--- src/verilog/iese_pkg.sv ---
package iese_pkg;

	// ==========================================================
	// Register map (word offsets on the Wishbone bus)
	// ==========================================================
	localparam logic [3:0] ADR_EDGE_POL     = 4'h0;
	localparam logic [3:0] ADR_ENABLE_ONE   = 4'h1;
	localparam logic [3:0] ADR_ENABLE_TWO   = 4'h2;
	localparam logic [3:0] ADR_FLAGS_ONE    = 4'h3;
	localparam logic [3:0] ADR_FLAGS_TWO    = 4'h4;
	localparam logic [3:0] ADR_WAKE_FLAGS   = 4'h5;

	// ==========================================================
	// Reset values and fixed bits
	// ==========================================================
	localparam logic [4:0] EDGE_POL_RESET   = 5'h00;
	localparam logic [2:0] EDGE_POL_FIXED   = 3'h7;
	localparam logic [7:0] ENABLE_RESET     = 8'h00;
	localparam logic [7:0] FLAGS_ONE_FIXED  = 8'h20;

	// ==========================================================
	// Field positions, enable one
	// ==========================================================
	localparam int EN1_TIMER_A   = 7;
	localparam int EN1_RSVD      = 6;
	localparam int EN1_WAKEUP    = 5;
	localparam int EN1_EXT_HI    = 4;

	// ==========================================================
	// Field positions, enable two
	// ==========================================================
	localparam int EN2_DIRECT    = 7;
	localparam int EN2_ADC       = 6;
	localparam int EN2_RSVD      = 5;
	localparam int EN2_TIMER_G   = 4;
	localparam int EN2_TIMER_FH  = 3;
	localparam int EN2_TIMER_FL  = 2;
	localparam int EN2_TIMER_C   = 1;
	localparam int EN2_ASYNC     = 0;

	// ==========================================================
	// Peripheral event bundle
	// ==========================================================
	typedef struct packed {
		logic direct_xfer;
		logic adc_done;
		logic timer_g;
		logic timer_f_high;
		logic timer_f_low;
		logic timer_c;
		logic async_counter;
		logic timer_a;
	} iese_events_type;

	// Gated requests towards the CPU
	typedef struct packed {
		logic       direct_xfer;
		logic       adc_done;
		logic       timer_g;
		logic       timer_f_high;
		logic       timer_f_low;
		logic       timer_c;
		logic       async_counter;
		logic       timer_a;
		logic       wakeup;
		logic [4:0] ext_pin;
	} iese_requests_type;

endpackage : iese_pkg

--- src/verilog/iese_top.sv ---
`timescale 1ns/1ps
module iese_top
(
	// Clock and reset
	input  wire logic                        ref_clk,
	input  wire logic                        rst_n,
	// Wishbone slave
	input  wire logic                        wb_cyc_i,
	input  wire logic                        wb_stb_i,
	input  wire logic                        wb_we_i,
	input  wire logic [3:0]                  wb_adr_i,
	input  wire logic [3:0]                  wb_sel_i,
	input  wire logic [31:0]                 wb_dat_i,
	output logic      [31:0]                 wb_dat_o,
	output logic                             wb_ack_o,
	output logic                             wb_err_o,
	// External pins, asynchronous
	input  wire logic [4:0]                  ext_int_pin,
	input  wire logic                        adc_ext_trigger_pin,
	input  wire logic                        timer_f_event_pin,
	input  wire logic                        timer_c_event_pin,
	input  wire logic [7:0]                  wakeup_pin,
	// Peripheral events, same clock, one-cycle pulses
	input  wire iese_pkg::iese_events_type   periph_evt,
	// Edge strobes to peripherals
	output logic                             adc_trigger_evt,
	output logic                             timer_f_evt,
	output logic                             timer_c_evt,
	// Requests to CPU
	output iese_pkg::iese_requests_type      cpu_req
);

	// ==========================================================
	// Registers
	// ==========================================================
	logic [4:0]  edge_pol_q;
	logic [7:0]  enable_one_q;
	logic [7:0]  enable_two_q;
	logic [7:0]  flags_one_q;
	logic [7:0]  flags_two_q;
	logic [7:0]  wake_flags_q;
	logic [7:0]  rd_data;
	logic        rd_hit;
	logic        wr_lane0;
	logic        bus_req;

	// ==========================================================
	// Pin synchronisers and edge detection
	// ==========================================================
	localparam int NPIN = 16;
	logic [NPIN-1:0] pin_raw;
	logic [NPIN-1:0] pin_s1_q;
	logic [NPIN-1:0] pin_s2_q;
	logic [NPIN-1:0] pin_s3_q;
	logic [NPIN-1:0] pin_lvl_q;
	logic [NPIN-1:0] pin_rise;
	logic [NPIN-1:0] pin_fall;
	logic [NPIN-1:0] pin_pol;
	logic [NPIN-1:0] pin_edge;

	assign pin_raw = {wakeup_pin, timer_c_event_pin, timer_f_event_pin, adc_ext_trigger_pin, ext_int_pin};

	// Polarity per pin: shared bits drive the paired pins
	assign pin_pol[4:0] = edge_pol_q;
	assign pin_pol[5]   = edge_pol_q[4];
	assign pin_pol[6]   = edge_pol_q[3];
	assign pin_pol[7]   = edge_pol_q[1];
	assign pin_pol[15:8] = 8'h00;

	always_ff @(posedge ref_clk)
	begin
		if (!rst_n)
		begin
			// Idle high, matches the held level so no false edge follows reset
			pin_s1_q <= '1;
			pin_s2_q <= '1;
			pin_s3_q <= '1;
		end
		else
		begin
			pin_s1_q <= pin_raw;
			pin_s2_q <= pin_s1_q;
			pin_s3_q <= pin_s2_q;
		end
	end

	// Filtered level: changes only when stages two and three agree
	genvar gi;
	generate
		for (gi = 0; gi < NPIN; gi++)
		begin : g_pin
			always_ff @(posedge ref_clk)
			begin
				if (!rst_n)
					pin_lvl_q[gi] <= 1'b1;
				else if (pin_s2_q[gi] == pin_s3_q[gi])
					pin_lvl_q[gi] <= pin_s3_q[gi];
			end
			assign pin_rise[gi] = (pin_s2_q[gi] == pin_s3_q[gi]) && pin_s3_q[gi] && !pin_lvl_q[gi];
			assign pin_fall[gi] = (pin_s2_q[gi] == pin_s3_q[gi]) && !pin_s3_q[gi] && pin_lvl_q[gi];
			assign pin_edge[gi] = pin_pol[gi] ? pin_rise[gi] : pin_fall[gi];
		end
	endgenerate

	always_ff @(posedge ref_clk)
	begin
		if (!rst_n)
		begin
			adc_trigger_evt <= 1'b0;
			timer_f_evt     <= 1'b0;
			timer_c_evt     <= 1'b0;
		end
		else
		begin
			adc_trigger_evt <= pin_edge[5];
			timer_f_evt     <= pin_edge[6];
			timer_c_evt     <= pin_edge[7];
		end
	end

	// ==========================================================
	// Wishbone slave
	// ==========================================================
	assign bus_req  = wb_cyc_i && wb_stb_i && !wb_ack_o && !wb_err_o;
	assign wr_lane0 = bus_req && wb_we_i && wb_sel_i[0] && rd_hit;

	always_comb
	begin
		rd_hit  = 1'b1;
		rd_data = 8'h00;
		unique case (wb_adr_i)
			iese_pkg::ADR_EDGE_POL:   rd_data = {iese_pkg::EDGE_POL_FIXED, edge_pol_q};
			iese_pkg::ADR_ENABLE_ONE: rd_data = enable_one_q;
			iese_pkg::ADR_ENABLE_TWO: rd_data = enable_two_q;
			iese_pkg::ADR_FLAGS_ONE:  rd_data = flags_one_q | iese_pkg::FLAGS_ONE_FIXED;
			iese_pkg::ADR_FLAGS_TWO:  rd_data = flags_two_q;
			iese_pkg::ADR_WAKE_FLAGS: rd_data = wake_flags_q;
			default:                  rd_hit  = 1'b0;
		endcase
	end

	always_ff @(posedge ref_clk)
	begin
		if (!rst_n)
		begin
			wb_ack_o <= 1'b0;
			wb_err_o <= 1'b0;
			wb_dat_o <= '0;
		end
		else
		begin
			wb_ack_o <= bus_req && rd_hit;
			wb_err_o <= bus_req && !rd_hit;
			wb_dat_o <= (bus_req && rd_hit && !wb_we_i) ? {24'h000000, rd_data} : 32'h00000000;
		end
	end

	// ==========================================================
	// Edge polarity and enable registers
	// ==========================================================
	always_ff @(posedge ref_clk)
	begin
		if (!rst_n)
			edge_pol_q <= iese_pkg::EDGE_POL_RESET;
		else if (wr_lane0 && wb_adr_i == iese_pkg::ADR_EDGE_POL)
			edge_pol_q <= wb_dat_i[4:0];
	end

	always_ff @(posedge ref_clk)
	begin
		if (!rst_n)
			enable_one_q <= iese_pkg::ENABLE_RESET;
		else if (wr_lane0 && wb_adr_i == iese_pkg::ADR_ENABLE_ONE)
			enable_one_q <= wb_dat_i[7:0];
	end

	always_ff @(posedge ref_clk)
	begin
		if (!rst_n)
			enable_two_q <= iese_pkg::ENABLE_RESET;
		else if (wr_lane0 && wb_adr_i == iese_pkg::ADR_ENABLE_TWO)
			enable_two_q <= wb_dat_i[7:0];
	end

	// ==========================================================
	// Sticky request flags: write 0 clears, set wins
	// ==========================================================
	logic [7:0] set_one;
	logic [7:0] set_two;
	logic [7:0] clr_one;
	logic [7:0] clr_two;
	logic [7:0] clr_wake;

	assign set_one  = {periph_evt.timer_a, 2'b00, pin_edge[4:0]};
	assign set_two  = {periph_evt.direct_xfer, periph_evt.adc_done, 1'b0, periph_evt.timer_g,
		periph_evt.timer_f_high, periph_evt.timer_f_low, periph_evt.timer_c, periph_evt.async_counter};
	assign clr_one  = (wr_lane0 && wb_adr_i == iese_pkg::ADR_FLAGS_ONE)  ? ~wb_dat_i[7:0] : 8'h00;
	assign clr_two  = (wr_lane0 && wb_adr_i == iese_pkg::ADR_FLAGS_TWO)  ? ~wb_dat_i[7:0] : 8'h00;
	assign clr_wake = (wr_lane0 && wb_adr_i == iese_pkg::ADR_WAKE_FLAGS) ? ~wb_dat_i[7:0] : 8'h00;

	always_ff @(posedge ref_clk)
	begin
		if (!rst_n)
			flags_one_q <= 8'h00;
		else
		begin
			flags_one_q <= (flags_one_q & ~clr_one) | set_one;
			// Bit 6 is plain storage, bit 5 reads fixed one
			if (wr_lane0 && wb_adr_i == iese_pkg::ADR_FLAGS_ONE)
				flags_one_q[6] <= wb_dat_i[6];
			flags_one_q[5] <= 1'b0;
		end
	end

	always_ff @(posedge ref_clk)
	begin
		if (!rst_n)
			flags_two_q <= 8'h00;
		else
		begin
			flags_two_q <= (flags_two_q & ~clr_two) | set_two;
			if (wr_lane0 && wb_adr_i == iese_pkg::ADR_FLAGS_TWO)
				flags_two_q[5] <= wb_dat_i[5];
		end
	end

	// Wakeup pins always sense falling edges
	always_ff @(posedge ref_clk)
	begin
		if (!rst_n)
			wake_flags_q <= 8'h00;
		else
			wake_flags_q <= (wake_flags_q & ~clr_wake) | pin_fall[15:8];
	end

	// ==========================================================
	// Gated requests to the CPU
	// ==========================================================
	always_ff @(posedge ref_clk)
	begin
		if (!rst_n)
			cpu_req <= '0;
		else
		begin
			cpu_req.timer_a       <= flags_one_q[7] && enable_one_q[iese_pkg::EN1_TIMER_A];
			cpu_req.wakeup        <= |wake_flags_q && enable_one_q[iese_pkg::EN1_WAKEUP];
			cpu_req.ext_pin       <= flags_one_q[4:0] & enable_one_q[iese_pkg::EN1_EXT_HI:0];
			cpu_req.direct_xfer   <= flags_two_q[7] && enable_two_q[iese_pkg::EN2_DIRECT];
			cpu_req.adc_done      <= flags_two_q[6] && enable_two_q[iese_pkg::EN2_ADC];
			cpu_req.timer_g       <= flags_two_q[4] && enable_two_q[iese_pkg::EN2_TIMER_G];
			cpu_req.timer_f_high  <= flags_two_q[3] && enable_two_q[iese_pkg::EN2_TIMER_FH];
			cpu_req.timer_f_low   <= flags_two_q[2] && enable_two_q[iese_pkg::EN2_TIMER_FL];
			cpu_req.timer_c       <= flags_two_q[1] && enable_two_q[iese_pkg::EN2_TIMER_C];
			cpu_req.async_counter <= flags_two_q[0] && enable_two_q[iese_pkg::EN2_ASYNC];
		end
	end

endmodule : iese_top

--- config.mk ---
export PLATFORM = sky130hd
export DESIGN_NAME = iese_top
export DESIGN_NICKNAME = d
export VERILOG_FILES = /design/src/verilog/iese_pkg.sv /design/src/verilog/iese_top.sv
export SDC_FILE = /design/constraint.sdc
export NUM_CORES = 1
export LEC_CHECK = 0
export ABC_AREA = 1
export BUFFER_PORTS_ARGS = -buffer_cell sky130_fd_sc_hd__clkbuf_2
export CAP_MARGIN = 20
export CELL_PAD_IN_SITES_DETAIL_PLACEMENT = 1
export CELL_PAD_IN_SITES_GLOBAL_PLACEMENT = 2
export CORE_MARGIN = 2
export CORE_UTILIZATION = 33
export CTS_CLUSTER_DIAMETER = 150
export DETAILED_ROUTE_END_ITERATION = 12
export PLACE_DENSITY = 0.81
export SLEW_MARGIN = 20
export SYNTH_ARGS = -nofsm -noshare
export SYNTH_HDL_FRONTEND = slang
export SYNTH_SLANG_ARGS = --single-unit
--- constraint.sdc ---
create_clock -name ref_clk -period 4.4 [get_ports ref_clk]
set_clock_uncertainty 0.15 [all_clocks]
set_input_delay 0.44 -clock ref_clk [delete_from_list [all_inputs] [get_ports ref_clk]]
set_output_delay 0.44 -clock ref_clk [all_outputs]
set_load 0.005 [all_outputs]
# Word-level counts from Yosys, hierarchy flattened
# Cells that the tools add are included.
[word_totals] regBits=160 out_inout_bits=51 elab_cells=194
[op_classes] eq_ne=21 muxes=15 bitwise=11 reduce_logical=104
[op_table] cell="$logic_and 1x1->1" count=72
[op_table] cell="$pmux 8 s6" count=1
[op_table] cell="$not 8->8" count=4
[op_table] cell="$logic_not 1->1" count=28
[op_table] cell="$and 8x8->8" count=3
[op_table] cell="$mux 8" count=3
[op_table] cell="$or 8x8->8" count=3
[op_table] cell="$eq 1x1->1" count=16
[op_table] cell="$mux 1" count=11
[op_table] cell="$eq 4x2->1 const B" count=2
[op_table] cell="$eq 4x3->1 const B" count=2
[op_table] cell="$reduce_or 8->1" count=1
[op_table] cell="$reduce_or 6->1" count=1
[op_table] cell="$and 5x5->5" count=1
[op_table] cell="$eq 4x1->1 const B" count=1
[op_table] cell="$logic_not 4->1" count=1
[op_table] cell="$reduce_and 2->1" count=1

# Depth between registers and ports, before layout
[logic_depth] ltp_word=12 depth_mapped=10

# Least setup slack after synthesis
# Ideal clock, no wire load.
[synth_path] path_type="in2reg" startpoint="input wb_cyc_i" endpoint="register enable_one_q[6]" setup_ns=0.113 t_arrival_ns=1.317 required_time_ns=4.137 setup_slack_ns=2.821 path_stages=10 path_buffers=1 path_cell_list="nand2_1 inv_1 nand2_1 nor2_2 nand2_2 nor2_4 buf_6 nand2_1 nand2_1 nor2_1"
[synth_between] elab_chain_len=7
[synth_rtl] item="start: declaration" line="iese_top.sv:8" rtl="input wire logic wb_cyc_i,"
[synth_rtl] item="$logic_and 1x1->1 (3 in series)" line="iese_top.sv:124" rtl="assign bus_req = wb_cyc_i && wb_stb_i && !wb_ack_o && !wb_err_o;"
[synth_rtl] item="$logic_and 1x1->1 (3 in series)" line="iese_top.sv:125" rtl="assign wr_lane0 = bus_req && wb_we_i && wb_sel_i[0] && rd_hit;"
[synth_rtl] item="$logic_and 1x1->1" line="iese_top.sv:173" rtl="else if (wr_lane0 && wb_adr_i == iese_pkg::ADR_ENABLE_ONE)"
[synth_rtl] item="end signal: assignment" line="iese_top.sv:172" rtl="enable_one_q <= iese_pkg::ENABLE_RESET;"
[synth_rtl] item="end signal: assignment" line="iese_top.sv:174" rtl="enable_one_q <= wb_dat_i[7:0];"
[synth_rtl] item="end: declaration" line="iese_top.sv:37" rtl="logic [7:0] enable_one_q;"
# No other way between the ends.
# A chain may end at the register's enable or synchronous reset.

# Worst setup path after layout
[layout_path] startpoint="register wb_ack_o" endpoint="register enable_two_q[5]"
[layout_between] elab_chain_len=7
[layout_rtl] item="start: declaration" line="iese_top.sv:15" rtl="output logic wb_ack_o,"
[layout_rtl] item="start signal: assignment" line="iese_top.sv:152" rtl="wb_ack_o <= bus_req && rd_hit;"
[layout_rtl] item="$logic_not 1->1" line="iese_top.sv:124"
[layout_rtl] item="$logic_and 1x1->1 (2 in series)" line="iese_top.sv:124"
[layout_rtl] item="$logic_and 1x1->1 (3 in series)" line="iese_top.sv:125"
[layout_rtl] item="$logic_and 1x1->1" line="iese_top.sv:181" rtl="else if (wr_lane0 && wb_adr_i == iese_pkg::ADR_ENABLE_TWO)"
[layout_rtl] item="end signal: assignment" line="iese_top.sv:180" rtl="enable_two_q <= iese_pkg::ENABLE_RESET;"
[layout_rtl] item="end signal: assignment" line="iese_top.sv:182" rtl="enable_two_q <= wb_dat_i[7:0];"
[layout_rtl] item="end: declaration" line="iese_top.sv:38" rtl="logic [7:0] enable_two_q;"
# No other way between the ends.

==> results.md <==
* Post-DR wirelength/cell at 14.2 um
* Top cell type's share of synthesized area at 49.7%
* Post-Syn Instances at 668
* CP startpoint kind: flip-flop
* Overflow after GRT at 0
* Post-synth EDFFs at 0
* Avg Cell Area, Syn at 8.13 um^2
* Pin count of the biggest net entering global routing at 48
* Top routing layer in use: met4
* GPL Wtd Cong at between 0.7 and 0.8
* Synth Warn # at 0
* Slowest CP cell: nor2_4
* Post-CTS setup buffers at 0
* Detail Route Antenna Nets at 0
* Hold wc startpoint: timer_f_event_pin
* Setup TNS after final layout at 0 ps
* Worst r2r dst: enable_two_q[5]$_SDFFE_PN0P_
* Clk_lat worst skew at 420 ps
* Hold Fails Final Rpt at 0
* Leak at 2.96 nW
* Area delta synth->final at 20.3%
* Htree depth at 4
* Max cap viols at 0
* PwrDens at 460 nW/um^2
* ANT cells at 0
* Bufs on Longest Clock Path at 2
* Detail Route met3 WL at 480 um
* Worst Hold Class: in2reg
* Register-to-Register Path Depth at 9
* WL final at 13.7 mm
* RSZ-0062 raised after global routing: false
* Worst hold stages at 2
* Root Buffer: clkbuf_16
* Met2 wire length at ~6.6 mm
* Chip width at 132 um
* CP max stage delay at 400 ps
* CTS Buf Count at 17
* Residual DRC count at 0
* Flop2flop setup slack at 2390 ps
* Final nets at between 800 and 900
* Worst-Margin Slew at 530 ps
* Critical path cell sequence: nor2_1 > nand2_1 > nor2_2 > buf_4 > nand2_2 > nor2_4 > nand2_1 > nand2_1 > nor2_1
* Hold endpoint: pin_s1_q[6]$_SDFF_PN1_
* Slew Limit Fails at 0
* Via Count at approximately 4300
* Final setup fails at 0
* Vias in the first global route at 4536
* Critical Path End Type: flip-flop
* Status: completed
* Critical path type: reg2reg
* Die Height at 132 um
* Clock transition at the registers of the reported paths at 60 ps
* Peak supply drop at 0.267 mV
* Fin Hold WS at between 40 and 50 ps
* Critical Path Most Common Cell: nand2_1
* CP max FO at 22
* R2R Path Start: wb_ack_o$_SDFF_PN0_
* First drt pass iteration count at 4
* Fmax at 497 MHz
* Primary FF master, synth: dfxtp_1
* Initial DRC Count at 192
* I/O Buffers at 68
* Ranking of synthesized cells by area: dfxtp_1 (50%), nand2_1 (8.9%), inv_1 (6.0%)
* Vias per cell at 4.50
* CP top delay family: simple AND/OR/NAND/NOR gates
* CP Buf/Inv Count at 1
* Number of clock sinks at 135
* Initial antenna violation count at 0
* Post-Route M1 WL at 6.35 mm
* Final period utilization at 45.7%
* # hold bufs at CTS at 0
* Slew headroom at 64.7%
* Ys async rst share at 0%
* # IOs at 120
* CTS tree: done
* Placeable Area at 16000 um^2
* Gr usage total at 16.4%
* Critical Path AT at between 2000 and 2500 ps
* First-pass GRT wire length at 22.3 mm
* HPWL after DPL at 9.37 mm
* Mapped cell area at 5430 um^2
* Synth area leader: dfxtp_1
* Cts repair resizes at 0
* Initial core utilization at between 30% and 40%
* Layout cells sized above 1 at 20.6%
* Die area at 17500 um^2
* Yosys reg bits at 135
* CP required at 4570 ps
* Row count at 46
* Sequential area share after synthesis at between 40% and 50%
* Synth unique cells at 29
* Final min period at 2010 ps
metal layers:
layer	vias to the layer above	global-route usage, %
met5	-	0
met4	0	6.33
met3	18	4.19
met2	71	28.1
met1	2065	19.6
li1	2192	-
cells in the mapped netlist, types with 8 or more instances:
cell	n
nor2_1	70
clkbuf_1	17
buf_4	25
inv_1	87
ha_1	24
nor3_1	8
o21ai_0	27
a21oi_1	48
nand4_1	21
nand2_1	129
dfxtp_1	135
or2_2	32
power by group:
part	total, mW	internal [mW]	switching [mW]
Clock	1.59	1.06	0.533
Combinational	0.146	0.0520	0.0943
Sequential	1.27	1.26	0.0146
sequential cells by signal, summed over array words and instances (netlist names), 8 cells and up, named ones only:
name          cells
pin_lvl_q        16
pin_s1_q         16
pin_s2_q         16
pin_s3_q         16
cpu_req          14
enable_one_q      8
enable_two_q      8
wake_flags_q      8
wb_dat_o          8
stage by stage:
step | worst slack [ps] | power (mW) | area (um^2) | utilization (%) | cells
6_report | 2390 | 3.01 | 6540 | 40.8 | 965
2_1_floorplan | 2820 | 1.40 | 5520 | - | 691
3_3_place_gp | 2080 | 1.44 | 5880 | 36.7 | 934
3_5_place_dp | 1970 | 1.45 | 5880 | 36.7 | 934
5_1_grt | 2190 | 3.12 | 6540 | 40.8 | 965
4_1_cts | 2400 | 3.05 | 6540 | 40.8 | 965
area by class of cell:
cell class	instances	area, um^2
inverter	89	334
clock buffer	18	429
sequential	135	2700
timing repair buffer	73	378
clock inverter	13	229
fill	1981	9470
multi-input combinational	421	2190
tap	216	270
worst max path at each step:
stage / from / cells past startpoint / to / slack (ps)
6_report: wb_ack_o$_SDFF_PN0_ / 9 / enable_two_q[5]$_SDFFE_PN0P_ / 2390
5_1_grt: wb_ack_o$_SDFF_PN0_ / 9 / enable_two_q[0]$_SDFFE_PN0P_ / 2190
4_1_cts: wb_ack_o$_SDFF_PN0_ / 9 / enable_two_q[5]$_SDFFE_PN0P_ / 2400
3_5_place_dp: wb_adr_i[1] / 6 / wb_dat_o[1]$_SDFF_PN0_ / 1970
3_3_place_gp: wb_adr_i[1] / 6 / wb_dat_o[1]$_SDFF_PN0_ / 2080
2_1_floorplan: wb_cyc_i / 10 / enable_one_q[6]$_SDFFE_PN0P_ / 2820
cell families after synthesis:
logic type,synth area share (%)
and+or+nand+nor,23.7
buffers and inverters,11.5
DFF,49.7
AOI/OAI and AO/OA,9.44
adders and majority gates,5.53
other,0.0690
cell usage in the layout (no fill, tap or decap):
| master | count |
|---|---|
| nor2_4 | 6 |
| clkinvlp_4 | 4 |
| o22ai_1 | 6 |
| a21oi_4 | 1 |
| conb_1 | 24 |
| inv_2 | 3 |
| nor2_1 | 70 |
| o21ai_1 | 3 |
| nand2_1 | 129 |
| nor4_1 | 2 |
| inv_1 | 86 |
| o21ai_0 | 27 |
| nor2_2 | 1 |
| nand3_1 | 1 |
| a31oi_1 | 5 |
| buf_4 | 5 |
| o211ai_1 | 2 |
| nand2_2 | 5 |
| ha_1 | 24 |
| or2_2 | 32 |
| clkbuf_1 | 1 |
| clkbuf_16 | 17 |
| a211oi_1 | 3 |
| nand3_4 | 2 |
| clkbuf_2 | 68 |
| nor3b_2 | 1 |
| a21oi_1 | 48 |
| dfxtp_1 | 135 |
| nor3_1 | 8 |
| clkinv_2 | 2 |
| nand4_1 | 21 |
| clkinv_4 | 1 |
| bufinv_16 | 6 |
No activity file was read; power rests on OpenSTA's default activity.
